===== config.mk =====
export PLATFORM = sky130hd
export DESIGN_NAME = psef_top
export DESIGN_NICKNAME = d
export VERILOG_FILES = /design/src/psef_dummy_unused_never.sv /design/src/psef_prio.sv /design/src/psef_top.sv
export SDC_FILE = /design/constraint.sdc
export NUM_CORES = 1
export LEC_CHECK = 0
export ABC_AREA = 1
export BUFFER_PORTS_ARGS = -buffer_cell sky130_fd_sc_hd__buf_2
export CORE_ASPECT_RATIO = 1.1
export CORE_MARGIN = 1
export CORE_UTILIZATION = 55
export CTS_CLUSTER_DIAMETER = 100
export DETAILED_ROUTE_END_ITERATION = 10
export GPL_ROUTABILITY_DRIVEN = 1
export HOLD_SLACK_MARGIN = 0.03
export PLACE_DENSITY = 0.83
export SYNTH_ARGS = -nofsm -noshare
export SYNTH_HDL_FRONTEND = slang
export SYNTH_HIERARCHICAL = 1
export SYNTH_SLANG_ARGS = --single-unit

===== constraint.sdc =====
create_clock -name mclk -period 2.5 [get_ports mclk]
set_clock_uncertainty 0.15 [all_clocks]
set_input_delay 0.25 -clock mclk [delete_from_list [all_inputs] [get_ports mclk]]
set_output_delay 0.25 -clock mclk [all_outputs]
set_load 0.03 [all_outputs]

===== src/psef_dummy_unused_never.sv =====
// Purpose: spare source, holds no logic
// Assumes: nothing
// Notes: all logic lives in psef_top.sv and psef_prio.sv


===== src/psef_prio.sv =====
// Purpose: shared constants for the link supervisor and its fault priority picker
// Assumes: fault vector bit i holds the fault of priority rank i+1
// Notes: lowest set bit wins, bit 0 is the most urgent
`timescale 1ns/1ps
`default_nettype none
package psef_pkg;
   // ****************************************
   // timing and thresholds
   // ****************************************
   localparam int CLK_PERIOD_NS = 4;
   localparam int NS_PER_US = 1000;
   localparam int NUM_RANKS = 6;
   localparam logic [4:0] START_ONES = 5'h1F;
   localparam logic [4:0] START_ZEROS = 5'h05;
   localparam logic [4:0] RUN_MAX = 5'h1F;
   localparam logic [4:0] RUN_STEP = 5'h01;
   localparam logic [2:0] PROG_ADDR = 3'h1;
   localparam logic [3:0] PH2_LAST = 4'h7;
   localparam logic [3:0] PH3_LAST = 4'h1;
   localparam logic [3:0] CNT_STEP = 4'h1;
   localparam logic [23:0] WIN_STEP = 24'h000001;
   // ****************************************
   // fault ranks and codes
   // ****************************************
   localparam int RK_SELFTEST = 0;
   localparam int RK_TEST = 1;
   localparam int RK_MEM = 2;
   localparam int RK_TEMP = 3;
   localparam int RK_ABSOLUTE_PRESSURE_READING = 4;
   localparam int RK_COMM = 5;
   localparam logic [5:0] LATCHED_MASK = 6'h05;
   localparam logic [5:0] ONE_HOT_BASE = 6'h01;
   localparam logic [9:0] CODE_NONE = 10'h000;
   localparam logic [9:0] CODE_SELFTEST = 10'h1EA;
   localparam logic [9:0] CODE_MEM = 10'h1EB;
   localparam logic [9:0] CODE_TEMP = 10'h1EC;
   localparam logic [9:0] CODE_ABSOLUTE_PRESSURE_READING = 10'h1ED;
   localparam logic [9:0] CODE_TEST = 10'h1EE;
   localparam logic [9:0] CODE_COMM = 10'h1EF;
   localparam logic [9:0] ERR_CODE [8] = '{CODE_SELFTEST, CODE_TEST, CODE_MEM, CODE_TEMP,
                                           CODE_ABSOLUTE_PRESSURE_READING, CODE_COMM, CODE_NONE, CODE_NONE};
   // ****************************************
   // types
   // ****************************************
   typedef enum logic [2:0] {
      ST_WIN = 3'b000,
      ST_PH2 = 3'b001,
      ST_PH3 = 3'b010,
      ST_NORM = 3'b011,
      ST_PROG = 3'b100
   } psef_state_t;
   typedef enum logic [2:0] {
      RESP_NONE = 3'b000,
      RESP_PH2 = 3'b001,
      RESP_READY = 3'b010,
      RESP_READY_UNLOCKED = 3'b011,
      RESP_DATA = 3'b100,
      RESP_ERROR = 3'b101
   } psef_resp_t;
   typedef enum logic [1:0] {
      CMD_SHORT = 2'b00,
      CMD_LONG = 2'b01,
      CMD_EXTRA_LONG_FRAME = 2'b10,
      CMD_OTHER = 2'b11
   } psef_cmd_t;
endpackage

module psef_prio
   import psef_pkg::*;
(
   // pending faults, bit 0 most urgent
   input wire logic [NUM_RANKS-1:0] pend,
   // winner
   output logic hit,
   output logic [2:0] idx
);
   logic [NUM_RANKS:0] found;
   logic [2:0] acc [NUM_RANKS+1];
   assign found[0] = 1'b0;
   assign acc[0] = 3'h0;
   genvar i;
   generate
      for (i = 0; i < NUM_RANKS; i++) begin : g_rank
         wire sel = pend[i] & ~found[i];
         assign found[i+1] = found[i] | pend[i];
         assign acc[i+1] = acc[i] | (sel ? 3'(i) : 3'h0);
      end
   endgenerate
   assign hit = found[NUM_RANKS];
   assign idx = acc[NUM_RANKS];
endmodule
`default_nettype wire


===== src/psef_top.sv =====
// Purpose: sensor-side link supervisor: init phases, fault codes, programming entry
// Assumes: sync_pulse / sync_miss mark each sync slot; command decoder sits outside
// Notes: framing, stuffing and crc are checked by the decoder, reported via cmd_ok
//
// Overview of operation
// - supply fault in phase 2 makes sync pulses go unanswered until it clears.
// - temperature or memory fault in phase 2 still sends phase 2 frames.
// - blocking fault holds phase 2; remaining frames finish afterwards, then phase 3.
// - supply fault in phase 3 makes sync pulses go unanswered meanwhile.
// - temperature or memory fault in phase 3 still sends phase 3 frames.
// - blocking fault in phase 3 bars run mode; remaining ready frames finish after it clears.
// - unprogrammed second fuse region sends ready-but-not-locked instead of ready.
// - communication fault reports code 1EF, rank 6.
// - enabled test mode reports code 1EE, rank 2.
// - pressure out of range reports code 1ED, rank 5.
// - temperature fault reports code 1EC, rank 4.
// - self-test fault reports code 1EA, rank 1, latched until reset.
// - one error frame clears a non-latched fault; data resumes once it is gone.
// - supply fault in normal mode gives no code; output pauses, then resumes.
// - entry needs 31 or more syncs right before the entry command, in window.
// - window passing without entry blocks programming entry until reset.
// - after failed entry, run phases 2 and 3, then normal mode.
// - in programming mode no normal frames answer sync pulses.
// - in programming mode, commands are decoded only after a start condition.
// - only valid short and extra-long commands to address 001 are answered.
// - start condition is five missing syncs or 31 consecutive syncs.
// - a sync pulse is a one bit, a missing sync a zero bit.
`timescale 1ns/1ps
`default_nettype none
module psef_top
   import psef_pkg::*;
#(
   parameter int ENTRY_WINDOW_US = 100
) (
   // clock and reset
   input wire logic mclk,
   input wire logic sys_rst,
   // sync slots seen on the supply line
   input wire logic sync_pulse,
   input wire logic sync_miss,
   // fault levels
   input wire logic flt_supply,
   input wire logic flt_comm,
   input wire logic flt_test,
   input wire logic flt_absolute_pressure_reading,
   input wire logic flt_temp,
   input wire logic flt_mem,
   input wire logic flt_selftest,
   input wire logic flt_block,
   input wire logic second_user_fuse_region,
   // decoded command from the decoder
   input wire logic cmd_valid,
   input wire logic cmd_ok,
   input wire psef_pkg::psef_cmd_t cmd_kind,
   input wire logic [2:0] cmd_addr,
   input wire logic cmd_entry,
   // response request toward the transmitter
   output logic resp_valid,
   output psef_pkg::psef_resp_t resp_kind,
   output logic [9:0] resp_code,
   // programming link status
   output logic cmd_start,
   output logic cmd_accept,
   output logic prog_mode,
   output logic entry_blocked,
   output logic init_done
);
   import psef_pkg::*;

   // ****************************************
   // entry window length
   // ****************************************
   localparam int WIN_CYCLES = ENTRY_WINDOW_US * NS_PER_US / CLK_PERIOD_NS;
   localparam logic [23:0] WIN_LAST = 24'(WIN_CYCLES - 1);

   psef_state_t state;
   psef_state_t next_state;
   logic [23:0] win_cnt;
   logic [4:0] ones_run;
   logic [4:0] zeros_run;
   logic start_ones;
   logic start_any;
   logic [3:0] frame_cnt;
   logic [NUM_RANKS-1:0] pend;

   // ****************************************
   // start condition tracking
   // ****************************************
   wire ones_full = (ones_run >= START_ONES);
   wire [4:0] zeros_inc = (zeros_run == RUN_MAX) ? RUN_MAX : zeros_run + RUN_STEP;
   wire [4:0] ones_inc = (ones_run == RUN_MAX) ? RUN_MAX : ones_run + RUN_STEP;
   wire [4:0] next_ones_run = sync_pulse ? ones_inc : (sync_miss ? 5'h00 : ones_run);
   wire [4:0] next_zeros_run = sync_miss ? zeros_inc : (sync_pulse ? 5'h00 : zeros_run);
   // first zero after a long run of ones is the leading start bit
   wire hit_ones = sync_miss & ones_full;
   wire hit_zeros = sync_miss & (zeros_inc == START_ZEROS) & (zeros_run != START_ZEROS);
   wire hit_start = hit_ones | hit_zeros;
   // set wins over the clear by a finished command
   wire next_start_ones = hit_ones | (start_ones & ~cmd_valid);
   wire next_start_any = hit_start | (start_any & ~cmd_valid);
   wire listen = (state == ST_WIN) | (state == ST_PROG);
   wire next_cmd_start = listen & hit_start;

   // ****************************************
   // entry and command acceptance
   // ****************************************
   wire win_end = (state == ST_WIN) & (win_cnt == WIN_LAST);
   wire entry_ok = (state == ST_WIN) & cmd_valid & cmd_ok & cmd_entry &
                   (cmd_kind == CMD_SHORT) & start_ones;
   wire kind_ok = (cmd_kind == CMD_SHORT) | (cmd_kind == CMD_EXTRA_LONG_FRAME);
   wire next_cmd_accept = (state == ST_PROG) & cmd_valid & cmd_ok & kind_ok &
                          (cmd_addr == PROG_ADDR) & start_any;
   wire [23:0] next_win_cnt = (state == ST_WIN) ? win_cnt + WIN_STEP : win_cnt;
   // a good entry on the last window cycle is not also blocked
   wire next_entry_blocked = entry_blocked | (win_end & ~entry_ok);
   wire next_prog_mode = prog_mode | entry_ok;

   // ****************************************
   // fault collection and priority
   // ****************************************
   wire [NUM_RANKS-1:0] flt_vec = {flt_comm, flt_absolute_pressure_reading, flt_temp,
                                   flt_mem, flt_test, flt_selftest};
   wire prio_hit;
   wire [2:0] prio_idx;
   psef_prio psef_prio_i (
      .pend(pend),
      .hit(prio_hit),
      .idx(prio_idx)
   );

   // supply fault means the sync is left unanswered
   wire answer = sync_pulse & ~flt_supply;
   wire adv = answer & ~flt_block;
   wire send_err = (state == ST_NORM) & answer & prio_hit;
   wire [NUM_RANKS-1:0] clr_vec = send_err ? (ONE_HOT_BASE << prio_idx) & ~LATCHED_MASK
                                           : 6'h00;
   // set wins over the clear of the frame just sent
   wire [NUM_RANKS-1:0] next_pend = (pend & ~clr_vec) | flt_vec;

   // ****************************************
   // phase sequencing
   // ****************************************
   wire cnt_last2 = (frame_cnt == PH2_LAST);
   wire cnt_last3 = (frame_cnt == PH3_LAST);

   always_comb begin
      next_state = state;
      case (state)
         ST_WIN: begin
            if (entry_ok) begin
               next_state = ST_PROG;
            end else if (win_end) begin
               next_state = ST_PH2;
            end
         end
         ST_PH2: begin
            if (adv && cnt_last2) begin
               next_state = ST_PH3;
            end
         end
         ST_PH3: begin
            if (adv && cnt_last3) begin
               next_state = ST_NORM;
            end
         end
         ST_NORM: next_state = ST_NORM;
         ST_PROG: next_state = ST_PROG;
         default: next_state = ST_WIN;
      endcase
   end

   wire state_move = (next_state != state);
   wire [3:0] next_frame_cnt = state_move ? 4'h0 : (adv ? frame_cnt + CNT_STEP : frame_cnt);

   // ****************************************
   // response selection
   // ****************************************
   wire in_init = (state == ST_PH2) | (state == ST_PH3);
   // programming mode never answers syncs with normal frames
   wire next_resp_valid = answer & (in_init | (state == ST_NORM));
   wire psef_resp_t ph3_kind = second_user_fuse_region ? RESP_READY
                                                       : RESP_READY_UNLOCKED;
   wire psef_resp_t norm_kind = prio_hit ? RESP_ERROR : RESP_DATA;
   wire psef_resp_t next_resp_kind = ~next_resp_valid ? RESP_NONE :
                                     (state == ST_PH2) ? RESP_PH2 :
                                     (state == ST_PH3) ? ph3_kind : norm_kind;
   wire [9:0] next_resp_code = send_err ? ERR_CODE[prio_idx] : CODE_NONE;

   // ****************************************
   // registers
   // ****************************************
   always_ff @(posedge mclk or posedge sys_rst) begin
      if (sys_rst) begin
         state <= ST_WIN;
         win_cnt <= 24'h000000;
         ones_run <= 5'h00;
         zeros_run <= 5'h00;
         start_ones <= 1'b0;
         start_any <= 1'b0;
         frame_cnt <= 4'h0;
         pend <= 6'h00;
      end else begin
         state <= next_state;
         win_cnt <= next_win_cnt;
         ones_run <= next_ones_run;
         zeros_run <= next_zeros_run;
         start_ones <= next_start_ones;
         start_any <= next_start_any;
         frame_cnt <= next_frame_cnt;
         pend <= next_pend;
      end
   end

   always_ff @(posedge mclk or posedge sys_rst) begin
      if (sys_rst) begin
         resp_valid <= 1'b0;
         resp_kind <= RESP_NONE;
         resp_code <= CODE_NONE;
         cmd_start <= 1'b0;
         cmd_accept <= 1'b0;
         prog_mode <= 1'b0;
         entry_blocked <= 1'b0;
         init_done <= 1'b0;
      end else begin
         resp_valid <= next_resp_valid;
         resp_kind <= next_resp_kind;
         resp_code <= next_resp_code;
         cmd_start <= next_cmd_start;
         cmd_accept <= next_cmd_accept;
         prog_mode <= next_prog_mode;
         entry_blocked <= next_entry_blocked;
         init_done <= (next_state == ST_NORM);
      end
   end
endmodule
`default_nettype wire


After elaboration in Yosys (flattened, before gate mapping)
Memory sizes are Yosys's and may differ from the RTL's.
Cells that the tools add are included.
- add/sub/neg operators: 4
- multiply operators: 0
- div/mod/pow operators: 0
- order comparisons: 2
- eq/ne operators: 15
- shifts and indexed selects: 1
- mux-type cells: 27
- bitwise gates (word level): 59
- reductions and logical operators: 6
- operators with widths (operator ; number):
    10-bit two-way mux ; 3
    5-bit two-way mux ; 6
    1-bit bitwise AND ; 28
    3-bit two-way mux ; 9
    24-bit by 1-bit adder with 24-bit output (second input constant) ; 1
    24-bit by 15-bit equality test with 1-bit output (second input constant) ; 1
    3-bit one-hot mux with 5 select lines ; 1
    1-bit OR ; 14
    3-bit OR ; 4
    5-bit by 1-bit adder with 5-bit output (second input constant) ; 2
    5-bit equality test (second input constant) ; 2
    3-bit by 2-bit equality test with 1-bit output (second input constant) ; 3
    1-bit inverter ; 9
    4-bit two-way mux ; 2
    6-bit bitwise AND ; 1
    3-bit by 1-bit equality test with 1-bit output (second input constant) ; 2
    6-bit two-way mux ; 1
    6-bit inverter ; 1
    6-bit OR ; 1
    1-bit by 3-bit << shifter with 6-bit output (first input constant) ; 1
    5-bit by 3-bit equality test with 1-bit output (second input constant) ; 1
    5-bit greater-or-equal comparator (second input constant) ; 1
    5-bit by 3-bit inequality test with 1-bit output (second input constant) ; 1
    4-bit by 1-bit adder with 4-bit output (second input constant) ; 1
    other kinds (13) ; 18
- register bits: 68
- bits in latches: 0
- bits in writable memories: 0
- bits in read-only memories: 80
- bits of input ports: 21
- output and inout bits: 19
- memories kept: 1
- memory list (memory ; words ; width ; read ports ; clocked after Yosys merged registers in ; write ports ; RTL line ; text):
    (no name shown) ; 8 ; 10 ; 1 ; 0 ; 0 ; psef_top.sv:187 ; wire [9:0] next_resp_code = send_err ? ERR_CODE[prio_idx] : CODE_NONE;

Depth between registers and ports, before layout
Gate-level depths: netlist of the first run.
- depth in word-level cells: 13
- gate-level depth with buffers: 11
- depth with buffers taken out: 11

Hierarchy
Netlist of the first run, hierarchy kept.
- modules (own cells, without submodules) (module ; instances ; cells an instance ; area each (um^2) ; sequential area each (um^2)):
    psef_top ; 1 ; 387 ; 3179.3 ; 1551.5
    psef_prio ; 1 ; 17 ; 72.6 ; 0.0

Least setup slack after synthesis of the first run
OpenSTA, ideal clock, no wires.
- kind: reg2reg
- start point: reg win_cnt[1]
- end point: reg win_cnt[18]
- library setup time: 0.117 ns
- arrival: 1.329 ns
- setup slack: 0.905 ns
- stages on the path, launching flop included: 9
- path buffers: 0
- clock period less this slack: 1.595 ns
- path through: dfrtp_1 > ha_1 > nand3_1 > nor3_4 > nand2_2 > nor3_4 > nand2_1 > nand2_1 > nand2_1
- word-level cells in the longest chain between the ends: 1
- ends and longest elaborated chain (element ; RTL line ; text):
    start: declaration ; psef_top.sv:78 ; logic [23:0] win_cnt;
    start signal: assignment ; psef_top.sv:204 ; win_cnt <= next_win_cnt;
    24-bit by 1-bit adder with 24-bit output ; psef_top.sv:113 ; wire [23:0] next_win_cnt = (state == ST_WIN) ? win_cnt + WIN_STEP : win_cnt;
Every way passes these cells.
A chain may end at the register's enable or synchronous reset.

Worst setup path after layout of the first run
- start point: reg state[2]
- end point: reg win_cnt[17]
- word-level cells in the longest chain between the ends: 1
- ends and longest elaborated chain (element ; RTL line ; text):
    start: declaration ; psef_top.sv:76 ; psef_state_t state;
    start signal: assignment ; psef_top.sv:203 ; state <= next_state;
    3-bit logical NOT ; psef_top.sv:113 ;
Every way passes these cells.

==> results of run 1 <==
-- power groups by stage --
stage                     clock network [mW]  logic [mW]  registers [mW]
after detailed placement                   0       0.448            1.26
after global routing                    1.01       0.535            1.26
final                                  0.959       0.457            1.24
after global placement                     0       0.424            1.26
after CTS                              0.976       0.463            1.24
after floorplan                            0       0.351            1.24
-- routing by layer --
layer	global-route usage, %	wire length (um)	vias to the layer above
met2	42.8	3310	62
met3	6.67	278	18
met4	13.0	189	0
li1	-	-	1362
met1	27.3	2860	1275
met5	0	0	-
-- stage by stage --
step	util [%]	area [um2]	power [mW]
floorplan	-	3260	1.59
global placement	61.0	3500	1.68
detailed placement	61.0	3500	1.71
CTS	66.4	3810	2.68
global route	66.4	3810	2.81
finish	66.4	3810	2.66
-- state kept, by name, indices dropped and copies added (netlist names), 3 cells and up --
name / count
resp_code: 4
zeros_run: 5
frame_cnt: 4
resp_kind: 3
win_cnt: 24
ones_run: 5
state: 3
pend: 6
-- worst max-delay path: stages, from the launching register on --
cell and delay (ns):
dfrtp_1 0.42, inv_1 0.18, nand2_4 0.15, nor3_4 0.23, nand3_1 0.21, nor2_4 0.18, nand2_1 0.07, nand2_1 0.06
nand2_1 0.05
-- Yosys cell counts (all sizes together) --
cell / count
o21ai: 21
and2: 1
nand2: 97
nor4: 3
nor3b: 2
nor2: 58
dfrtp: 62
xnor2: 4
nor3: 15
xor2: 18
nand3b: 3
buf: 7
o22ai: 1
a21o: 2
or2: 3
nand4: 5
a21oi: 7
nand3: 26
ha: 6
inv: 62
conb: 1
-- cell usage in the layout (no fill, tap or decap), types with 9 or more instances in the layout --
| master | n |
|---|---|
| nor2_1 | 54 |
| inv_1 | 60 |
| nand2_1 | 95 |
| nor3_1 | 11 |
| nand3_1 | 26 |
| o21ai_0 | 21 |
| buf_2 | 37 |
| dlygate4sd3_1 | 10 |
| dfrtp_1 | 62 |
| clkbuf_8 | 9 |
| xor2_1 | 18 |
-- how the worst max path moves through the flow --
stage | from | endpoint
after floorplan | sys_rst | cmd_accept$_DFF_PP0_
after detailed placement | state[0]$_DFF_PP0_ | win_cnt[17]$_DFFE_PP0N_
final | state[2]$_DFF_PP0_ | win_cnt[17]$_DFFE_PP0N_
after global placement | state[0]$_DFF_PP0_ | win_cnt[21]$_DFFE_PP0N_
after global routing | state[2]$_DFF_PP0_ | win_cnt[21]$_DFFE_PP0N_
after CTS | state[0]$_DFF_PP0_ | win_cnt[17]$_DFFE_PP0N_
-- layout make-up --
cell class,count,area [um2]
multi-input cells,274,1420
repair buffers,49,300
fillers,476,1920
clock buffers,9,124
flip-flops and latches,62,1550
well taps,77,96.3
clock inverters,7,88.8
inverters,62,233
-- logic make-up (layout without fill, tap and decap cells) --
group                      count (synthesis)  after routing  share of synthesized area [%]
and+or+nand+nor                          213            213                           30.1
buffers and inverters                     69            127                           8.89
DFF                                       62             62                           47.7
AOI/OAI and AO/OA                         31             31                           4.96
xor gates and xnor gates                  22             22                           5.93
adders and majority gates                  6              6                           2.31
other                                      1              2                          0.115
==> run metrics, run 1 <==
post-synth cell types=29; clk buf depth=2; Initial Utilization=56.7%; setup TNS=0 ns; Overflow after GRT=0; Avg Cell Area, Syn=8.05 um2; Iter 0 DRT Violations=154; Die H=82.6 um; final cell count without fillers=540; clk slew on worst S/H paths=0.07 ns; Max Fclk=0.551 GHz; Die ar.=6220 um2; Post-Syn Instances=404; PortBufs=37; minimum clock period=1.81 ns; relative slew slack=62.0%; via count=2717; crit end category=flop; clock network power share=36.0%; Register-to-Register Path Depth=8; largest cells by area after synthesis=dfrtp_1 (48%), nand2_1 (11%), inv_1 (7.0%), nor2_1 (6.2%), xor2_1 (4.8%); register bit total from synthesis=62; IR drop worst, VDD=0.000460 V; endpoints failing setup=0; r2r setup slk=0.69 ns; Hold/Removal Path Class=input port to flop; Post CTS Setup Buffer Count=0; WS Path Type=flop to flop; number of global-route vias before repair=2656; sw frac=30.0%; hold slack=0.0656 ns; All-Layer GR Usage=24.6%; leakage dissipation=1.95 nW; Worst Slack Setup Final=0.686 ns; GP Congestion=0.883; Clock Sinks=62; P_sw=797 uW; num ports=40; Seq/Total Area, Yosys=47.7%; Reg power frac=46.8%; Die W=75.3 um; Area Overhead vs Synth=17.1%; Worst-Margin Slew=0.566 ns; final hold vios=0; Hold Path End=ones_run[1]$_DFFE_PP0P_; Yosys warning count=6; internal power=1.86 mW; Inserted Clock Buffers=9; Inst Count DP=514; post-synth top area cell=dfrtp_1; startpoint types=flop; worst skew pair latency=0.35 ns; WHS Path Cells=3; reg2reg start=state[2]$_DFF_PP0_; top-area cell type share of the netlist area=47.7%; fin crit share=72.5%; Resize count post-CTS=0; Worst Path Required=2.59 ns; RSZ-0062 raised after global routing=no; Core Box Area=5730 um2; first-pass GRT wire length=11.1 mm; count of final max-slew check failures=0; Setup WS pre-CTS=0.704 ns; TritonCTS clock tree=built; Netlist Area Pre-Place=3250 um2; WP data arrival=1.90 ns; WL/cell=12.3 um; routed wire length=6.64 mm; RR Endpoint=win_cnt[17]$_DFFE_PP0N_; number of max-cap violations=0; largest net degree at the start of global routing=24; HPWL Detailed=4.82 mm; H-tree depth=3; Power Density=699 nW/um2; crit-path max FO=11; number of vias per cell=5.03; Hold Buf Count CTS=10; share of cells above drive strength 1=15.6%; status=complete, no violations; drc violations=0; TritonRoute pass-1 iters=4; fin nets=485; num rows=29; Root Buffer=clkbuf_8; Antenna Nets Post-Route=0; Antenna Cells=0; hold path startpoint=sync_pulse; initial antenna violation count=0; Comb pwr share=17.2%
Power figures use the tool's default switching activity.
==> inputs of run 2 (changes only) <==
--- a/config.mk
+++ b/config.mk
@@ -5,7 +5,7 @@
 export SDC_FILE = /design/constraint.sdc
 export NUM_CORES = 1
 export LEC_CHECK = 0
-export ABC_AREA = 1
+export ABC_AREA = 0
 export BUFFER_PORTS_ARGS = -buffer_cell sky130_fd_sc_hd__buf_2
 export CORE_ASPECT_RATIO = 1.1
 export CORE_MARGIN = 1
==> constraint.sdc (replaced) <==
create_clock -name mclk -period 1.7 [get_ports mclk]
set_clock_uncertainty 0.15 [all_clocks]
set_input_delay 0.17 -clock mclk [delete_from_list [all_inputs] [get_ports mclk]]
set_output_delay 0.17 -clock mclk [all_outputs]
set_load 0.03 [all_outputs]
==> run 2 against run 1 <==
  * The flow now finishes with violations (setup timing)
  * Cell count down 9.8%
  * Sequential power up 34%
  * Synthesized area shrank 5.5%
  * Critical path depth is 3 lower
  * First-iteration DRC count increased by 85%
  * Sequential cell count unchanged
==> run metrics, run 2 <==
simple-gate share of the synthesized area=24.1% (was 30.1%); Root Buffer=clkbuf_8 (unchanged); commonest non-fill, non-tap cell in the layout=dfrtp_1 (was nand2_1); All-Layer GR Usage=30.7% (was 24.6%); Clock Sinks=62 (unchanged); Die H=80.4 um (was 82.6 um); crit-path max FO=8 (was 11); top-area cell type share of the netlist area=50.5% (was 47.7%); CP Launch Point=state[0]$_DFF_PP0_ (was state[2]$_DFF_PP0_); clk slew on worst S/H paths=0.08 ns (was 0.07 ns); fin nets=434 (was 485); Setup crit end=win_cnt[22]$_DFFE_PP0N_ (was win_cnt[17]$_DFFE_PP0N_); Hold/Removal Path Class=input port to flop (unchanged); r2r setup slk=-0.21 ns (was 0.69 ns); crit end category=flop (unchanged); worst skew pair latency=0.36 ns (was 0.35 ns); initial antenna violation count=0 (unchanged); final hold vios=0 (unchanged); Overflow after GRT=0 (unchanged); number of vias per cell=6.02 (was 5.03); Iter 0 DRT Violations=285 (was 154); mux contribution to synthesized area=0.733% (was 0%); status=finished, violations left (was complete, no violations); critical path cell sequence=nor4b_4, buf_6, nand3_4, nor3_4, xor2_1 (was inv_1, nand2_4, nor3_4, nand3_1, nor2_4, nand2_1, nand2_1, nand2_1); WP data arrival=2.02 ns (was 1.90 ns); routed wire length=9.43 mm (was 6.64 mm); Power Density=826 nW/um2 (was 699 nW/um2); num rows=28 (was 29); Worst-Margin Slew=0.564 ns (was 0.566 ns); Inserted Clock Buffers=9 (unchanged); Die ar.=5890 um2 (was 6220 um2); WP depth=5 (was 8); RSZ-0062 raised after global routing=yes (was no); number of max-cap violations=0 (unchanged); clk buf depth=2 (unchanged); Initial Utilization=57.0% (was 56.7%); Post-synth top cells=dfrtp_1 (62), nor2_1 (19), a21oi_1 (18), inv_1 (16), xor2_1 (16) (was nand2_1 (95), dfrtp_1 (62), inv_1 (61), nor2_1 (54), nand3_1 (26)); CP max stage delay=0.48 ns (was 0.42 ns); CP top delay family=simple AND/OR/NAND/NOR gates (unchanged); Core Box Area=5400 um2 (was 5730 um2); most flop-heavy register=win_cnt (unchanged); Seq/Total Area, Yosys=50.5% (was 47.7%); Worst Slack Setup Final=-0.212 ns (was 0.686 ns); via count=2931 (was 2717); startpoint types=flop (unchanged); main combinational cell family by area after synthesis=simple AND/OR/NAND/NOR gates (unchanged); RR Endpoint=win_cnt[22]$_DFFE_PP0N_ (was win_cnt[17]$_DFFE_PP0N_); leakage dissipation=2.17 nW (was 1.95 nW); Inst Count DP=446 (was 514); Worst Path Required=1.81 ns (was 2.59 ns); WS Path Type=flop to flop (unchanged); reg2reg start=state[0]$_DFF_PP0_ (was state[2]$_DFF_PP0_); drc violations=0 (unchanged); relative slew slack=62.3% (was 62.0%); WL/cell=19.4 um (was 12.3 um); final cell count without fillers=487 (was 540); count of final max-slew check failures=0 (unchanged); post-synth top area cell=dfrtp_1 (unchanged); PortBufs=37 (unchanged); endpoints failing setup=28 (was 0); TritonCTS clock tree=built (unchanged); post-synth cell types=56 (was 29); largest cells by area after synthesis=dfrtp_1 (50%), xor2_1 (4.6%), a21oi_1 (2.9%), xnor2_1 (2.9%), ha_1 (2.4%) (was dfrtp_1 (48%), nand2_1 (11%), inv_1 (7.0%), nor2_1 (6.2%), xor2_1 (4.8%)); fin crit share=112% (was 72.5%); Synth Area in Adders=2.44% (was 2.31%); first-pass GRT wire length=13.4 mm (was 11.1 mm); post-layout util=82.3% (was 66.4%); Synth Area in Compound Gates=10.1% (was 4.96%); xor and xnor area share after synthesis=7.41% (was 5.93%); Power Total=3.67 mW (was 2.66 mW); Area Overhead vs Synth=44.4% (was 17.1%); largest net degree at the start of global routing=51 (was 24); commonest cells after routing, fill and taps aside=dfrtp_1 (59), buf_4 (56), buf_2 (37) (was nand2_1 (95), dfrtp_1 (62), inv_1 (60)); IR drop worst, VDD=0.000596 V (was 0.000460 V); GP Congestion=0.794 (was 0.883); largest registers=win_cnt (24), pend (6) (unchanged); number of enable flip-flop cells after synthesis=0 (unchanged); TritonRoute pass-1 iters=5 (was 4); number of global-route vias before repair=2798 (was 2656); Max Fclk=0.523 GHz (was 0.551 GHz); Antenna Cells=0 (unchanged); Avg Cell Area, Syn=10.4 um2 (was 8.05 um2); Antenna Nets Post-Route=0 (unchanged); CP max stage cell=dfrtp_2 (was dfrtp_1); Yosys warning count=6 (unchanged); max reg flops=24 (unchanged); H-tree depth=3 (unchanged); register bit total from synthesis=62 (unchanged); Netlist Area Pre-Place=3070 um2 (was 3250 um2); share of cells above drive strength 1=42.7% (was 15.6%); minimum clock period=1.91 ns (was 1.81 ns); Post-Syn Instances=296 (was 404); Register-to-Register Path Depth=5 (was 8); HPWL Detailed=4.82 mm (about the same); Post-synth ARST share=100% (unchanged); Die W=73.3 um (was 75.3 um); num ports=40 (unchanged); failing checks=setup timing; CP Buf/Inv Count=1 (unchanged); Synth Flop Type=dfrtp_1 (unchanged); top-count cell post-synth=dfrtp_1 (was nand2_1)
## run 2: worst min-delay path by stage
stage	start	to	slack (ns)	cells past startpoint
2_1_floorplan	cmd_valid	start_any$_DFF_PP0_	0.13	1
3_3_place_gp	sys_rst	init_done$_DFF_PP0_	-0.006	2
3_5_place_dp	sys_rst	init_done$_DFF_PP0_	-0.001	2
4_1_cts	flt_supply	resp_valid$_DFF_PP0_	0.05	3
5_1_grt	sync_pulse	zeros_run[4]$_DFFE_PP0P_	0.13	3
6_report	sync_pulse	zeros_run[4]$_DFFE_PP0P_	0.11	3
## run 2: layer usage
metal / track usage (%) / vias to the layer above / part of all wire (%)
li1: - / 1271 / -
met1: 38.2 / 1461 / 39
met2: 50.4 / 149 / 50
met3: 6.78 / 50 / 5.4
met4: 14.5 / 0 / 5.3
met5: 0 / - / 0
## run 2: report_power, final
group	total (mW)	internal, mW	switching [mW]
Clock	1.46	0.862	0.601
Sequential	1.66	1.56	0.102
Combinational	0.544	0.239	0.304
Total	3.67	2.66	1.01
## run 2: cells by family (layout without fill, tap and decap cells)
family / after synthesis / after routing
xor gates and xnor gates: 26 / 26
other: 1 / 2
muxes: 2 / 2
AOI/OAI and AO/OA: 50 / 50
DFF: 62 / 62
and+or+nand+nor: 119 / 120
buffers and inverters: 30 / 144
adders and majority gates: 6 / 6
## run 2: timing repair
item	4_1_cts	5_1_grt
setup buffers	7	6
pin swaps	11	23
gates cloned	1	0
endpoints found under the hold margin	74	0
hold buffers	12	0
resized for setup	21	36
setup endpoints to repair	29	35
## run 2: cell type report
| cell class | count | area (um2) |
|---|---|---|
| sequential | 62 | 1560 |
| clock buffer | 12 | 145 |
| tap | 75 | 93.8 |
| inverter | 16 | 63.8 |
| clock inverter | 4 | 70.1 |
| multi-input combinational | 206 | 1700 |
| timing repair buffer | 112 | 813 |
| fill | 279 | 957 |
## run 2: metrics by stage
stage	cell area [um2]	worst slack [ns]	hold slack [ns]	setup TNS (ns)
2_1_floorplan	3150	-0.0944	0.127	-0.660
3_3_place_gp	3730	-0.0981	-0.00604	-1.47
3_5_place_dp	3730	-0.163	-0.00130	-2.45
4_1_cts	4230	-0.0652	0.0549	-0.757
5_1_grt	4440	-0.260	0.133	-5.02
6_report	4440	-0.212	0.111	-2.83
## run 2: worst min-delay path, cell delays in order
cell and delay [ns]:
buf_2 0.14, buf_4 0.19, a21oi_1 0.08
==> inputs of run 3 (changes only) <==
--- a/config.mk
+++ b/config.mk
@@ -5,7 +5,7 @@
 export SDC_FILE = /design/constraint.sdc
 export NUM_CORES = 1
 export LEC_CHECK = 0
-export ABC_AREA = 0
+export ABC_AREA = 1
 export BUFFER_PORTS_ARGS = -buffer_cell sky130_fd_sc_hd__buf_2
 export CORE_ASPECT_RATIO = 1.1
 export CORE_MARGIN = 1
==> run 3 against run 2 <==
  * The run still ends with setup timing left
  * Sequential cell count unchanged
  * Wire length down 24%
  * Critical path type unchanged
  * Utilization down 9.4 points
  * Cell area down 5.8%
  * Sequential power up 12%
  * Cell count up 16%
==> run metrics, run 3 (synthesis gave the netlist of run 1 again) <==
Overflow after GRT=0 (unchanged); Clock Sinks=62 (unchanged); crit-path max FO=3 (was 8); share of cells above drive strength 1=24.9% (was 42.7%); Die H=82.6 um (was 80.4 um); PortBufs=37 (unchanged); HPWL Detailed=4.79 mm (was 4.82 mm); number of global-route vias before repair=2767 (was 2798); TritonCTS clock tree=built (unchanged); failing checks=setup timing (unchanged); Worst Path Required=1.78 ns (was 1.81 ns); commonest cells after routing, fill and taps aside=nand2_1 (87), dfrtp_1 (60), inv_1 (58) (was dfrtp_1 (59), buf_4 (56), buf_2 (37)); fin crit share=104% (was 112%); count of final max-slew check failures=0 (unchanged); WL/cell=12.6 um (was 19.4 um); Hold/Removal Path Class=input port to flop (unchanged); RSZ-0062 raised after global routing=yes (unchanged); Final Cell Area=4180 um2 (was 4440 um2); number of max-cap violations=0 (unchanged); startpoint types=flop (unchanged); largest registers=win_cnt (24), pend (6) (unchanged); Die W=75.3 um (was 73.3 um); clk slew on worst S/H paths=0.06 ns (was 0.08 ns); H-tree depth=3 (unchanged); GP Congestion=0.871 (was 0.794); Power Density=957 nW/um2 (was 826 nW/um2); status=finished, violations left (unchanged); Worst Slack Setup Final=-0.0701 ns (was -0.212 ns); number of vias per cell=5.04 (was 6.02); r2r setup slk=-0.07 ns (was -0.21 ns); commonest non-fill, non-tap cell in the layout=nand2_1 (was dfrtp_1); Inserted Clock Buffers=9 (unchanged); Die ar.=6220 um2 (was 5890 um2); WS Path Type=flop to flop (unchanged); Antenna Cells=0 (unchanged); Initial Utilization=56.7% (was 57.0%); drc violations=0 (unchanged); final hold vios=0 (unchanged); Area after DPL=3590 um2 (was 3730 um2); Antenna Nets Post-Route=0 (unchanged); max reg flops=24 (unchanged); Iter 0 DRT Violations=202 (was 285); routed wire length=7.16 mm (was 9.43 mm); Core Box Area=5730 um2 (was 5400 um2); via count=2857 (was 2931); endpoints failing setup=4 (was 28); clk buf depth=2 (unchanged); minimum clock period=1.77 ns (was 1.91 ns); final cell count without fillers=567 (was 487); Root Buffer=clkbuf_8 (unchanged); IR drop worst, VDD=0.000663 V (was 0.000596 V); most flop-heavy register=win_cnt (unchanged); Inst Count DP=524 (was 446); worst skew pair latency=0.34 ns (was 0.36 ns); Max Fclk=0.565 GHz (was 0.523 GHz); crit end category=flop (unchanged); num rows=29 (was 28); initial antenna violation count=0 (unchanged); relative slew slack=62.3% (about the same); largest net degree at the start of global routing=63 (was 51); fin nets=513 (was 434); Area Overhead vs Synth=28.5% (was 44.4%); All-Layer GR Usage=25.1% (was 30.7%); leakage dissipation=2.08 nW (was 2.17 nW); TritonRoute pass-1 iters=4 (was 5); WP data arrival=1.85 ns (was 2.02 ns); first-pass GRT wire length=11.5 mm (was 13.4 mm); Worst-Margin Slew=0.561 ns (was 0.564 ns); num ports=40 (unchanged)
==> run 3: changes by cell type in the layout (fill, tap and decap cells not counted), moves of 6 or more <==
cell,change
a21oi_1,-11
nand2_2,+6
nand2b_1,-8
nor2_1,+33
nand3_1,+12
inv_1,+44
a31oi_1,-7
o21ai_0,+13
nand2_1,+73
buf_4,-36
==> run 3: stage by stage <==
stage | total power, mW | hold WS [ns] | setup WS [ns] | utilization, % | setup TNS (ns)
global placement | 2.51 | 0.125 | 0.0341 | 62.6 | 0
detailed placement | 2.55 | 0.133 | -0.0194 | 62.6 | -0.0432
global route | 4.22 | 0.0583 | -0.154 | 72.9 | -1.00
floorplan | 2.34 | 0.0902 | 0.105 | - | 0
CTS | 3.85 | 0.104 | -0.00178 | 69.2 | -0.00178
finish | 4.00 | 0.0462 | -0.0701 | 72.9 | -0.0896
==> run 3: area by class of cell <==
| cell class | instances | area [um2] |
|---|---|---|
| clock buffers | 11 | 141 |
| clock inverters | 4 | 47.5 |
| fillers | 410 | 1550 |
| inverters | 62 | 239 |
| multi-input cells | 274 | 1550 |
| flip-flops and latches | 62 | 1550 |
| well taps | 77 | 96.3 |
| repair buffers | 77 | 548 |
==> run 3: critical path: stages (launching register included) <==
cell and delay [ns]:
dfrtp_1 0.39, ha_2 0.22, buf_6 0.11, nand3_4 0.09
nor3_4 0.16, nand2_2 0.11, nor3_4 0.24, nand2_1 0.09
nand2_1 0.07, nand2_1 0.05
==> run 3: path summary, 6_finish.rpt <==
| path | start | to | depth (start not counted) |
|---|---|---|---|
| min | flt_supply | resp_kind[1]$_DFF_PP0_ | 4 |
| min in group asynchronous | sys_rst | pend[5]$_DFF_PP0_ | 4 |
| max | win_cnt[1]$_DFFE_PP0N_ | win_cnt[18]$_DFFE_PP0N_ | 9 |
| min reg2reg | prog_mode$_DFF_PP0_ | prog_mode$_DFF_PP0_ | 2 |
| max reg2reg | win_cnt[1]$_DFFE_PP0N_ | win_cnt[18]$_DFFE_PP0N_ | 9 |
| max in group asynchronous | sys_rst | state[2]$_DFF_PP0_ | 4 |
==> run 3: report_power, final <==
group	internal, mW	switching, mW	total (mW)
clock network	0.704	0.549	1.25
logic	0.397	0.486	0.882
registers	1.65	0.211	1.86
total	2.75	1.25	4.00
==> run 3: timing repair <==
item / in CTS / in global routing
hold buffers: 17 / 0
hold endpoints to repair: 79 / 0
buffers inserted: 0 / 11
setup endpoints to repair: 6 / 21
pin swaps: 0 / 19
gates cloned: 0 / 0
resized for setup: 5 / 39
==> run 3: metal layers <==
metal | global-route usage, % | part of all wire (%) | wire [um] | up-vias
met5 | 0 | 0 | 0 | -
met4 | 12.4 | 2.3 | 167 | 0
met3 | 6.07 | 4.4 | 315 | 20
met2 | 44.3 | 53 | 3760 | 77
met1 | 28.2 | 41 | 2910 | 1337
li1 | - | - | - | 1423
